### src/hw/tpm_pkg.sv
// package: constants and types for the two-pin serial memory master
package tpm_pkg;
    // ---------------------------------------------------------------
    // register layout of serial_memory_control_status
    // ---------------------------------------------------------------
    localparam int          CTL_ERR_BIT   = 7;
    localparam int          CTL_BUSY_BIT  = 6;
    localparam int          CTL_RXACK_BIT = 5;
    localparam int          CTL_TXACK_BIT = 4;
    localparam logic [3:0]  CMD_RESET     = 4'h0;
    localparam logic        ERR_RESET     = 1'b0;
    localparam logic        BUSY_RESET    = 1'b0;
    localparam logic        RXACK_RESET   = 1'b1;
    localparam logic        TXACK_RESET   = 1'b1;
    localparam logic [1:0]  SEL_TWO_PIN   = 2'h1;

    // ---------------------------------------------------------------
    // command codes
    // ---------------------------------------------------------------
    localparam logic [3:0]  CMD_NOP       = 4'h0;
    localparam logic [3:0]  CMD_RX_ACK    = 4'h2;
    localparam logic [3:0]  CMD_TX        = 4'h3;
    localparam logic [3:0]  CMD_STOP      = 4'h5;
    localparam logic [3:0]  CMD_RX_LAST   = 4'h6;
    localparam logic [3:0]  CMD_START     = 4'h9;

    // ---------------------------------------------------------------
    // timing: serial clock 78 kHz from a 125 MHz system clock
    // ---------------------------------------------------------------
    localparam int          SYS_CLK_HZ    = 125000000;
    localparam int          SCK_HZ        = 78000;
    // quarter period, rounded down so the bus never runs slower than asked
    localparam int          QTR_CYC       = SYS_CLK_HZ / (SCK_HZ * 4);
    localparam logic [9:0]  QTR_LAST      = 10'(QTR_CYC - 1);
    localparam logic [3:0]  BITS_LAST     = 4'h8;   // 8 data + 1 ack

    typedef enum logic [2:0] {
        TPM_IDLE  = 3'b000,
        TPM_START = 3'b001,
        TPM_STOP  = 3'b010,
        TPM_SHIFT = 3'b011
    } tpm_state_t;
endpackage

### src/hw/tpm_master.sv
// two-pin serial memory master: command register, buffer and bus sequencer
// What this block does
// - pins four and five become clock and data only while select equals 01.
// - firmware loads buffer, writes 0011; transmit starts, busy clears when done.
// - control bit 6 is busy, high while the bus is occupied, resets 0.
// - interrupt is raised when busy falls at the end of an operation.
// - bit 5 low means memory acknowledged last byte; resets to 1.
// - bit 4 low once the block has driven an acknowledge; resets to 1.
// - command 0010 receives a byte and drives acknowledge back.
// - command 0110 receives a last byte and leaves acknowledge undriven.
// - received byte lands in the buffer register at completion.
// - command 1001 makes a start condition, 0101 makes a stop condition.
// - command 0000 halts serial clock; otherwise clock keeps toggling.
// - undefined codes start nothing on the bus but set the clock high, and set error bit 7.
// - command field bits 3:0 write-only, resets 0000; status bits read-only.
// - serial clock runs at 78 kHz in transfers, rests high after a no-op.
`timescale 1ns/10ps
`default_nettype none
module tpm_master (
    input  wire logic       clk,          // system clock, 125 MHz
    input  wire logic       rst_n,        // sync reset, active low
    input  wire logic [1:0] memory_if_select, // interface select field
    input  wire logic       ctl_wr,       // control register write strobe
    input  wire logic [7:0] ctl_wdata,    // control write data
    output var  logic [7:0] ctl_rdata,    // control register read value
    input  wire logic       buf_wr,       // buffer register write strobe
    input  wire logic [7:0] buf_wdata,    // buffer write data
    output var  logic [7:0] buf_rdata,    // buffer register read value
    output var  logic       memory_if_interrupt, // pulse when busy falls
    input  wire logic       scl_i,        // pin four level (unused sense)
    output var  logic       scl_o,        // pin four output value
    output var  logic       scl_oe,       // pin four drive enable
    input  wire logic       sda_i,        // pin five level
    output var  logic       sda_o,        // pin five output value
    output var  logic       sda_oe        // pin five drive enable
);
    import tpm_pkg::*;

    typedef struct packed {
        tpm_state_t state;
        logic [3:0] cmd;
        logic [7:0] buffer;
        logic [7:0] shreg;
        logic [3:0] bitn;
        logic [1:0] phase;
        logic       rx;
        logic       ack_out;
        logic       err;
        logic       busy;
        logic       rxack_n;
        logic       txack_n;
        logic       scl;
        logic       sda_drv;
        logic       sck_run;
        logic       irq;
    } tpm_regs_t;

    tpm_regs_t st_q;
    tpm_regs_t st_d;
    logic      tick;
    logic      sel;

    // ---------------------------------------------------------------
    // command decode
    // ---------------------------------------------------------------
    function automatic logic cmd_legal(input logic [3:0] c);
        cmd_legal = (c == CMD_NOP) || (c == CMD_RX_ACK) || (c == CMD_TX) ||
                    (c == CMD_STOP) || (c == CMD_RX_LAST) || (c == CMD_START);
    endfunction

    assign sel = (memory_if_select == SEL_TWO_PIN);

    // quarter ticks only while something needs the clock to move
    tpm_quarter_tick u_tick (
        .clk   (clk),
        .rst_n (rst_n),
        .run   (st_q.busy || st_q.sck_run),
        .tick  (tick)
    );

    // ---------------------------------------------------------------
    // sequencer
    // ---------------------------------------------------------------
    always_comb begin
        st_d     = st_q;
        st_d.irq = 1'b0;
        if (buf_wr && !st_q.busy) begin
            st_d.buffer = buf_wdata;
        end
        case (st_q.state)
            TPM_IDLE: begin
                // free-running clock until a no-op stops it
                if (st_q.sck_run && tick && st_q.phase == 2'h1) begin
                    st_d.scl   = ~st_q.scl;
                end
                if (tick) begin
                    st_d.phase = st_q.phase + 2'h1;
                end
                if (ctl_wr && !st_q.busy) begin
                    st_d.cmd   = ctl_wdata[3:0];
                    st_d.phase = '0;
                    st_d.bitn  = '0;
                    st_d.scl   = 1'b1;
                    if (!cmd_legal(ctl_wdata[3:0])) begin
                        st_d.err = 1'b1;
                    end else begin
                        st_d.err = 1'b0;
                        case (ctl_wdata[3:0])
                            CMD_NOP: begin
                                st_d.sck_run = 1'b0;
                            end
                            CMD_START: begin
                                st_d.state   = TPM_START;
                                st_d.busy    = 1'b1;
                                st_d.sda_drv = 1'b1;
                                st_d.sck_run = 1'b1;
                            end
                            // clock goes low in the same cycle that data is pulled, so pulling data cannot look like a start
                            CMD_STOP: begin
                                st_d.state   = TPM_STOP;
                                st_d.busy    = 1'b1;
                                st_d.sda_drv = 1'b0;
                                st_d.scl     = 1'b0;
                                st_d.sck_run = 1'b1;
                            end
                            CMD_TX, CMD_RX_ACK, CMD_RX_LAST: begin
                                st_d.state   = TPM_SHIFT;
                                st_d.busy    = 1'b1;
                                st_d.sck_run = 1'b1;
                                st_d.rx      = (ctl_wdata[3:0] != CMD_TX);
                                st_d.ack_out = (ctl_wdata[3:0] == CMD_RX_ACK);
                                st_d.shreg   = st_q.buffer;
                                st_d.scl     = 1'b0;
                                st_d.sda_drv = 1'b0;
                            end
                            default: begin
                                st_d.state = TPM_IDLE;
                            end
                        endcase
                    end
                end
            end
            // q0 raises clock, q1 moves data while clock is high, q3 ends
            TPM_START, TPM_STOP: begin
                if (tick) begin
                    st_d.phase = st_q.phase + 2'h1;
                    if (st_q.phase == 2'h0) begin
                        st_d.scl = 1'b1;
                    end
                    if (st_q.phase == 2'h1) begin
                        st_d.sda_drv = (st_q.state == TPM_STOP);
                    end
                    if (st_q.phase == 2'h3) begin
                        st_d.scl   = (st_q.state == TPM_STOP);
                        st_d.state = TPM_IDLE;
                        st_d.busy  = 1'b0;
                    end
                end
            end
            // quarter 0 sets data, 1 raises clock, 2 samples, 3 lowers clock
            TPM_SHIFT: begin
                if (tick) begin
                    st_d.phase = st_q.phase + 2'h1;
                    case (st_q.phase)
                        2'h0: begin
                            if (st_q.bitn == BITS_LAST) begin
                                // ack slot: release for tx and final rx
                                st_d.sda_drv = st_q.rx ? ~st_q.ack_out : 1'b1;
                            end else begin
                                st_d.sda_drv = st_q.rx ? 1'b1 : st_q.shreg[7];
                            end
                        end
                        2'h1: st_d.scl = 1'b1;
                        2'h2: begin
                            if (st_q.bitn == BITS_LAST) begin
                                if (!st_q.rx) begin
                                    st_d.rxack_n = sda_i;
                                end else if (st_q.ack_out) begin
                                    st_d.txack_n = 1'b0;
                                end
                            end else begin
                                st_d.shreg = {st_q.shreg[6:0], sda_i};
                            end
                        end
                        2'h3: begin
                            st_d.scl  = 1'b0;
                            st_d.bitn = st_q.bitn + 4'h1;
                            if (st_q.bitn == BITS_LAST) begin
                                st_d.state   = TPM_IDLE;
                                st_d.busy    = 1'b0;
                                st_d.sda_drv = 1'b1;
                                // clock is left low for two quarter periods so the memory drops its ack without a stop
                                if (st_q.rx) begin
                                    st_d.buffer = st_q.shreg;
                                end
                            end
                        end
                        default: st_d.phase = st_q.phase;
                    endcase
                end
            end
            default: begin
                st_d.state = TPM_IDLE;
            end
        endcase
        // a busy fall is the only interrupt source
        if (st_q.busy && !st_d.busy) begin
            st_d.irq = 1'b1;
        end
    end

    always_ff @(posedge clk) begin
        if (!rst_n) begin
            st_q         <= '0;
            st_q.state   <= TPM_IDLE;
            st_q.cmd     <= CMD_RESET;
            st_q.err     <= ERR_RESET;
            st_q.busy    <= BUSY_RESET;
            st_q.rxack_n <= RXACK_RESET;
            st_q.txack_n <= TXACK_RESET;
            st_q.scl     <= 1'b1;
            st_q.sda_drv <= 1'b1;
        end else begin
            st_q <= st_d;
        end
    end

    // ---------------------------------------------------------------
    // outputs: command field reads as zero since it is write-only
    // ---------------------------------------------------------------
    assign ctl_rdata = {st_q.err, st_q.busy, st_q.rxack_n, st_q.txack_n, 4'h0};
    assign buf_rdata = st_q.buffer;
    assign memory_if_interrupt = st_q.irq;
    // open drain: high is released, low is driven
    assign scl_o  = 1'b0;
    assign scl_oe = sel && !st_q.scl;
    assign sda_o  = 1'b0;
    assign sda_oe = sel && !st_q.sda_drv;

    // ---------------------------------------------------------------
    // checks
    // ---------------------------------------------------------------
    irq_on_fall_a: assert property (
        @(posedge clk) disable iff (!rst_n)
        $fell(st_q.busy) |-> memory_if_interrupt)
        else $error("interrupt missing on busy fall");
    tx_busy_a: assert property (
        @(posedge clk) disable iff (!rst_n)
        (ctl_wr && !st_q.busy && ctl_wdata[3:0] == CMD_TX) |=> st_q.busy)
        else $error("transmit did not set busy");
    bad_cmd_a: assert property (
        @(posedge clk) disable iff (!rst_n)
        (ctl_wr && !st_q.busy && !cmd_legal(ctl_wdata[3:0]))
        |=> ctl_rdata[CTL_ERR_BIT] && !st_q.busy)
        else $error("illegal command not flagged");
    pin_select_a: assert property (
        @(posedge clk) disable iff (!rst_n)
        !sel |-> !scl_oe && !sda_oe)
        else $error("pins driven while not selected");
    idle_clock_a: assert property (
        @(posedge clk) disable iff (!rst_n)
        (st_q.state == TPM_IDLE && !st_q.sck_run) |-> st_q.scl)
        else $error("clock not resting high");
    busy_bit_a: assert property (
        @(posedge clk) disable iff (!rst_n)
        ctl_rdata[CTL_BUSY_BIT] == (st_q.state != TPM_IDLE))
        else $error("busy bit wrong");
    last_noack_a: assert property (
        @(posedge clk) disable iff (!rst_n)
        (st_q.state == TPM_SHIFT && st_q.rx && !st_q.ack_out && st_q.bitn == BITS_LAST
         && st_q.phase != 2'h0) |-> !sda_oe)
        else $error("ack driven on last byte");
    cmd_hidden_a: assert property (
        @(posedge clk) disable iff (!rst_n)
        ctl_rdata[3:0] == 4'h0)
        else $error("command field readable");
endmodule
`default_nettype wire

### src/hw/tpm_quarter_tick.sv
// quarter-period tick generator for the serial clock
`timescale 1ns/10ps
`default_nettype none
module tpm_quarter_tick (
    input  wire logic clk,    // system clock
    input  wire logic rst_n,  // sync reset, active low
    input  wire logic run,    // count while high, clear otherwise
    output var  logic tick    // one-cycle pulse each quarter period
);
    import tpm_pkg::*;

    typedef struct packed {
        logic [9:0] cnt;
        logic       tick;
    } tpm_tick_t;

    tpm_tick_t st_q;
    tpm_tick_t st_d;

    // ---------------------------------------------------------------
    // counter
    // ---------------------------------------------------------------
    always_comb begin
        st_d      = st_q;
        st_d.tick = 1'b0;
        if (!run) begin
            st_d.cnt = '0;
        end else if (st_q.cnt == QTR_LAST) begin
            st_d.cnt  = '0;
            st_d.tick = 1'b1;
        end else begin
            st_d.cnt = st_q.cnt + 10'h001;
        end
    end

    always_ff @(posedge clk) begin
        if (!rst_n) begin
            st_q <= '0;
        end else begin
            st_q <= st_d;
        end
    end

    assign tick = st_q.tick;
endmodule
`default_nettype wire

### config.mk
export PLATFORM = sky130hd
export DESIGN_NAME = tpm_master
export DESIGN_NICKNAME = d
export VERILOG_FILES = /design/src/hw/tpm_pkg.sv /design/src/hw/tpm_master.sv /design/src/hw/tpm_quarter_tick.sv
export SDC_FILE = /design/constraint.sdc
export NUM_CORES = 1
export LEC_CHECK = 0
export ABC_AREA = 1
export CORE_ASPECT_RATIO = 1.5
export CORE_MARGIN = 4
export CORE_UTILIZATION = 38
export CTS_CLUSTER_DIAMETER = 30
export DETAILED_ROUTE_END_ITERATION = 16
export DONT_BUFFER_PORTS = 1
export RECOVER_POWER = 100
export SLEW_MARGIN = 30
export SYNTH_ARGS = -nofsm -noshare
export SYNTH_HDL_FRONTEND = slang
export SYNTH_SLANG_ARGS = --single-unit
### constraint.sdc
create_clock -name clk -period 2.15 [get_ports clk]
set_input_delay 0.1075 -clock clk [delete_from_list [all_inputs] [get_ports clk]]
set_output_delay 0.1075 -clock clk [all_outputs]
set_load 0.005 [all_outputs]
-- Word level (Yosys, flattened, before mapping)
Index checks and enable logic that the tools add are counted.
- bits in registers: 50
- output and inout bits: 21
- word-level logic and storage cells: 158
- add/subtract/negate cells: 3
- eq/ne operators: 33
- mux-type cells: 59
- bitwise gates (word level): 5
- reduce and logical (&&, ||, !) cells: 40
- operator list (kind ; count):
    $mux 8 ; 9
    $mux 3 ; 8
    $pmux 12 s2 ; 1
    $mux 22 ; 1
    $mux 1 ; 21
    $mux 18 ; 1
    $ne 3x3->1 const B ; 6
    $ne 2x2->1 const B ; 8
    $mux 2 ; 6
    $pmux 2 s3 ; 2
    $pmux 3 s4 ; 1
    $reduce_and 4->1 ; 3
    $reduce_and 6->1 ; 2
    $add 10x1->10 const B ; 1
    $eq 10x9->1 const B ; 1
    $pmux 3 s3 ; 1
    $reduce_and 9->1 ; 1
    $eq 4x2->1 const B ; 2
    $eq 4x3->1 const B ; 2
    $eq 4x4->1 const B ; 2
    $ne 2x1->1 const B ; 4
    $pmux 1 s2 ; 4
    $reduce_and 8->1 ; 1
    $logic_and 1x1->1 ; 7
    26 further kinds ; 45

-- Logic depth before layout (Yosys ltp)
Gate-level depths: netlist of the first run.
- depth in word-level cells: 12
- mapped depth: 12
- gate-level depth less buffers: 12

-- Cells and area by module
A second synthesis of the first run with hierarchy kept.
- cells, all modules: 407
- area total of the unflattened synthesis: 2765.2 sq um
- modules (own cells, without submodules) (module ; times used ; cells an instance ; area an instance (sq um) ; sequential area each (sq um)):
    tpm_master ; 1 ; 338 ; 2250.9 ; 680.7
    tpm_quarter_tick ; 1 ; 69 ; 514.2 ; 220.2

-- Worst setup path after synthesis of the first run
No wires, ideal clock.
- path type: reg2reg
- start point: register st_q[36] in the netlist's numbering
- end point: register st_q[16] in the netlist's numbering
- library setup time: 113 ps
- data arrival time: 1508 ps
- required time: 2037 ps
- path slack: 530 ps
- stages on the path, launching flop included: 13
- clock period less this slack: 1620 ps
- cells stage by stage: dfxtp_1 > inv_1 > ha_1 > buf_2 > inv_1 > nor2_1 > inv_1 > nand2_1 > nand2_1 > inv_1 > nand4_1 > nand2_1 > nor2_1
- cells in the longest elaborated chain, start to end: 3
- RTL lines (what ; RTL line ; RTL):
    start: declaration ; tpm_master.sv:58 ; tpm_regs_t st_q;
    start signal: assignment ; tpm_master.sv:224 ; st_q <= st_d;
    $eq 3x2->1 / $logic_not 3->1 (equally long branches) ; tpm_master.sv:90 ; case (st_q.state)
    $ne 2x1->1 (no line) (tied with other cells) ; - ;
    $reduce_and 7->1 (no line) ; - ;
Parallel ways exist; a longest one is shown, timed or not.
A chain may end at the register's enable or synchronous reset.

-- Final worst setup path of the first run
- start point: register st_q[37] in the netlist's numbering
- end point: register st_q (netlist bit buf_rdata[1])
- cells in the longest elaborated chain, start to end: 2
- RTL lines (what ; RTL line):
    $eq 3x2->1 ; tpm_master.sv:90
    $mux 8 ; tpm_master.sv:90
No other way between the ends.

==> results of run 1 <==
## worst register-to-register path, delay by kind of cell, from the launching register on
kind / cells / cell delay (ns)
flops: 1 / 0.41
compound gates: 2 / 0.31
simple gates: 1 / 0.32
buf+inv: 2 / 0.50
fa+ha+maj: 1 / 0.31
## cell families (layout without fill, tap and decap cells)
| family | count (synthesis) | after routing | share of synthesized area |
|---|---|---|---|
| AOI/OAI and AO/OA | 71 | 71 | 0.153 |
| xor gates and xnor gates | 4 | 4 | 0.0130 |
| adders and majority gates | 12 | 12 | 0.0556 |
| buffers and inverters | 80 | 71 | 0.139 |
| DFF | 45 | 45 | 0.333 |
| muxes | 8 | 8 | 0.0334 |
| other | 1 | 6 | 0.00139 |
| and+or+nand+nor | 168 | 168 | 0.271 |
## path summary, 6_finish.rpt
check / from / endpoint / slack, ns / cells past startpoint
max reg2reg: st_q[37]$_SDFFE_PN0P_ / buf_rdata[1]$_SDFF_PN0_ / 0.23 / 6
min: rst_n / st_q[15]$_SDFFE_PN0P_ / 0.04 / 2
max: st_q[37]$_SDFFE_PN0P_ / buf_rdata[1]$_SDFF_PN0_ / 0.23 / 6
min reg2reg: u_tick.st_q[1]$_SDFF_PP0_ / u_tick.st_q[1]$_SDFF_PP0_ / 0.45 / 1
## where the power goes
part	switching [mW]	leakage, nW	total, mW	internal (mW)
Sequential	0.0854	0.366	1.03	0.947
Combinational	0.511	0.773	0.785	0.274
Clock	0.297	0.0374	0.526	0.229
## area by class of cell
class                           count  area (um^2)
Clock inverter                      2         15.0
Tap cell                           78         97.6
Fill cell                         715         4120
Inverter                           53          199
Clock buffer                        6         72.6
Timing Repair Buffer               10         72.6
Multi-Input combinational cell    269         1420
Sequential cell                    45          901
## routing by layer
layer / part of all wire / vias up
met1: 0.44 / 1048
met2: 0.48 / 75
met3: 0.057 / 11
met5: 0 / -
met4: 0.021 / 0
li1: - / 1241
## flip-flops by register name, summed over array words and instances (netlist names)
register	count
st_q	21
buf_rdata	8
u_tick.st_q	10
u_tick.tick	1
memory_if_interrupt	1
ctl_rdata	4
## cells in the mapped netlist, drive strengths merged
cell,number,share of area
o21ai,25,0.048
nand2,71,0.10
ha,12,0.056
nor4,1,0.0079
a211oi,2,0.0056
nand4,10,0.023
nor3,9,0.017
nor2,56,0.082
clkinv,1,0.0014
a31oi,1,0.0023
a32oi,8,0.026
clkbuf,3,0.0042
a21oi,30,0.057
xor2,3,0.0097
o31ai,1,0.0028
inv,52,0.072
o21bai,1,0.0028
mux2,8,0.033
xnor2,1,0.0032
dfxtp,45,0.33
o211ai,2,0.0056
buf,24,0.062
conb,1,0.0014
a311oi,1,0.0032
and3,1,0.0023
nand3,20,0.039
## repair_timing
item,4_1_cts,5_1_grt
gates resized for setup,0,1
hold buffers,5,0
endpoints found under the hold margin,26,0
endpoints found under the setup margin,0,1
## stage by stage
step	instance area, um^2	setup slack (ns)
final	2780	0.232
after global routing	2780	0.0233
after global placement	2680	0.331
after detailed placement	2680	0.274
after floorplan	2720	0.530
after CTS	2820	0.200
==> flow_summary.toml, run 1 <==
[run_status]
status = "complete, no violations"

[cells_and_area]
final_cell_count_no_fill = 463
mostFrequentLayoutCell = "nand2_1"
areaGrowthSynthToFinish_pct = 2.87
final_util = 0.403
final_cell_mix = "nand2_1 (70), nor2_1 (54), inv_1 (50), dfxtp_1 (45), a21oi_1 (29)"
fin_nets = 420
diodes = 0
final_layout_size_suffix_gt1_frac = 0.0675

[grt]
globalRouteMet1Util = 0.184
grt_max_degree = 26
track_usage = 0.150
grt_util_met2 = 0.253
grt_pass1_vias = 2247
grt_util_met3 = 0.0333
gr-max-usage-layer = "met2"
grt_antenna_before_repair = 0
grt_overflow_total = 0
grt_first_pass_wirelength_um = 10600

[place]
place.detailed.hpwl_um = 4570
gp_congestion = 0.866
io_buffers = 0
dp.cells = 450

[sta]
max_slew_margin = 0.238
period_share = 0.892
setup_violations = 0
fin_crit_ns = 1.92
finalMaxSlewViolations = 0
finalSetupTns_ns = 0
holdWs_ns = 0.0353
worst_pin_slew_ns = 1.14
rsz0062_at_grt = "false"
finalClockSkew_ns = 0.0103
hold_viol = 0
max_clock_freq_mhz = 521

[routing]
route.vias.total = 2375
wl_per_cell_um = 13.2
drt-pass1-iter-count = 4
viasPerCell = 5.13
postRouteAntennaNets = 0
finalWirelength_um = 6130
drcViolationCount = 0
drt_first_iter_violations = 125

[yosys]
synth.distinct_cells = 36
synth_cells = 389
ys_seq_elements = 45
ys_seq_area_frac = 0.333
ys_warn_count = 0
synth_area_per_cell_um2 = 6.94
syn-cell-area_mm2 = 0.00270

[clock_tree]
cts.clk_slew.worst_paths_ns = 0.09
cts_made_buffers = 5
htreeDepth = 2
ctsRootBufferMaster = "clkbuf_8"
post-cts-setup-buffers = 0
worstSkewPairLatency_ns = 0.30
clock_path_buffers = 2
cts_tree = "yes"
cts_sinks = 45

[flow_run]
drv_cap = 0

[worst_setup_path]
slowest_delay_ns = 0.41
crit_family = "buffers and inverters"
critical_path_class = "flip-flop to flip-flop"
path_max_fanout = 16
setup.worst_path.start_class = "flip-flop"
crit_required_ns = 2.39
cp_cell_sequence = "ha_1 -> inv_2 -> nor4_1 -> clkbuf_2 -> o21ai_0 -> a21oi_1"
cpMaxStageDelayCell = "dfxtp_1"
arrival_ns = 2.15
cp-end-kind = "flip-flop"
crit_buf_inv = 2

[floorplanning]
die_h_um = 111
core_area_mm2 = 0.00690
top_level_ports = 45
initial_utilization = 0.392
dieArea_mm2 = 0.00855
chipWidth_um = 76.8
row_count = 37

[pwr]
power_mw = 2.34
leakage_nw = 1.18
ir_drop_v = 0.000310
powerDensity_mw_per_mm2 = 843

[min_path]
hold_path_class = "input pin to flip-flop"
No activity file was read; power rests on OpenSTA's default activity.
==> run 2: changes to the inputs <==
--- a/config.mk
+++ b/config.mk
@@ -8,7 +8,7 @@
 export ABC_AREA = 1
 export CORE_ASPECT_RATIO = 1.5
 export CORE_MARGIN = 4
-export CORE_UTILIZATION = 38
+export CORE_UTILIZATION = 40
 export CTS_CLUSTER_DIAMETER = 30
 export DETAILED_ROUTE_END_ITERATION = 16
 export DONT_BUFFER_PORTS = 1
==> flow_summary.toml, run 2 (synthesized netlist as in run 1, its figures left out) <==
[sta]
finalMaxSlewViolations = 0
setup_violations = 0
rsz0062_at_grt = "false"
hold_viol = 0
layout_setup_ws_ns = 0.227
finalSetupTns_ns = 0
holdWs_ns = 0.00404
fin_crit_ns = 1.92
period_share = 0.895
finalClockSkew_ns = 0.00501
max_clock_freq_mhz = 520

[worst_setup_path]
path_max_fanout = 13
crit_top_cell = "nand2_1"
cpMaxStageDelayCell = "dfxtp_1"
cp_cell_sequence = "ha_1 -> inv_2 -> nor2_1 -> nand2_1 -> nand2_1 -> nand2_1 -> inv_1 -> nand4_1 -> nand2_1 -> nor2_1"
critical_path_class = "flip-flop to flip-flop"
crit_required_ns = 2.36
slowest_delay_ns = 0.40
arrival_ns = 2.13
setup.worst_path.start_class = "flip-flop"
r2r_setup_slack_ns = 0.23
cp-end-kind = "flip-flop"

[routing]
drt-pass1-iter-count = 4
postRouteAntennaNets = 0
drcViolationCount = 0
drt_first_iter_violations = 150
viasPerCell = 5.26
route.vias.total = 2424
finalWirelength_um = 6130
wl_per_cell_um = 13.3

[clock_tree]
cts.clk_slew.worst_paths_ns = 0.09
ctsRootBufferMaster = "clkbuf_8"
cts_tree = "yes"
cts_sinks = 45
clock_path_buffers = 2
worstSkewPairLatency_ns = 0.30
cts_made_buffers = 5
htreeDepth = 2

[pwr]
ir_drop_v = 0.000415
powerDensity_mw_per_mm2 = 850
leakage_nw = 1.20
power_mw = 2.39

[place]
place.detailed.hpwl_um = 4620
place_ws_ns = 0.205
io_buffers = 0
place_area_mm2 = 0.00268
gp_congestion = 0.860

[floorplanning]
initial_utilization = 0.414
top_level_ports = 45
die_h_um = 109
chipWidth_um = 75.1
dieArea_mm2 = 0.00816
core_area_mm2 = 0.00653
row_count = 36

[flow_run]
drv_cap = 0

[cells_and_area]
final_layout_size_suffix_gt1_frac = 0.0831
fin_nets = 420
largest_reg_flops = 21
areaGrowthSynthToFinish_pct = 3.84
n_fill_cell = 711
largest-register = "st_q"
diodes = 0
regArea_um2 = 901
postLayoutCellArea_mm2 = 0.00281
multi_input_area_mm2 = 0.00144
final_cell_mix = "nand2_1 (70), nor2_1 (54), inv_1 (50), dfxtp_1 (45), a21oi_1 (29)"
mostFrequentLayoutCell = "nand2_1"

[min_path]
hold_path_class = "input pin to flip-flop"

[grt]
grt_first_pass_wirelength_um = 10300
grt_pass1_vias = 2388
grt_overflow_total = 0
track_usage = 0.162
grt_antenna_before_repair = 0
grt_max_degree = 26

[run_status]
status = "complete, no violations"
-- run 2: metal layers --
metal / up-vias / share of wire / wire [um] / track usage
met4: 0 / 0.011 / 70 / 0.0636
met5: - / 0 / 0 / 0
met1: 1110 / 0.42 / 2600 / 0.187
met2: 68 / 0.51 / 3100 / 0.283
met3: 8 / 0.058 / 357 / 0.0341
li1: 1238 / - / - / -
-- run 2: final timing paths --
| path | startpoint | endpoint | cells after the start |
|---|---|---|---|
| max | st_q[37]$_SDFFE_PN0P_ | st_q[18]$_SDFFE_PN0P_ | 10 |
| min | ctl_wdata[0] | st_q[8]$_SDFFE_PN0P_ | 3 |
| max reg2reg | st_q[37]$_SDFFE_PN0P_ | st_q[18]$_SDFFE_PN0P_ | 10 |
| min reg2reg | u_tick.st_q[1]$_SDFF_PP0_ | u_tick.st_q[1]$_SDFF_PP0_ | 1 |
-- run 2: worst max-delay path, delay by kind of cell (launching register included) --
kind | cells | cell delay [ns]
fa+ha+maj | 1 | 0.31
buf+inv | 2 | 0.40
flops | 1 | 0.40
simple gates | 7 | 0.71
-- run 2: report_power, final --
part | internal [mW] | switching, mW | total (mW)
Clock | 0.235 | 0.321 | 0.556
Sequential | 0.947 | 0.0897 | 1.04
Combinational | 0.282 | 0.511 | 0.793
-- run 2: cell type report --
| cell class | instances | share of cell area |
|---|---|---|
| multi-input combinational | 269 | 0.514 |
| sequential | 45 | 0.321 |
| inverter | 53 | 0.0709 |
| tap | 76 | 0.0339 |
| timing repair buffer | 10 | 0.0263 |
| clock buffer | 5 | 0.0245 |
| clock inverter | 3 | 0.00892 |
-- run 2: metrics by stage --
stage	cells	util
floorplan	394	-
global placement	449	0.411
detailed placement	449	0.411
finish	461	0.430
CTS	461	0.431
global route	461	0.430
-- run 2: timing repair --
| item | CTS | global route |
|---|---|---|
| setup buffers | 0 | 0 |
| setup endpoints to repair | 0 | 3 |
| gates resized for setup | 0 | 1 |
| endpoints found under the hold margin | 26 | 0 |
| hold buffers | 4 | 0 |
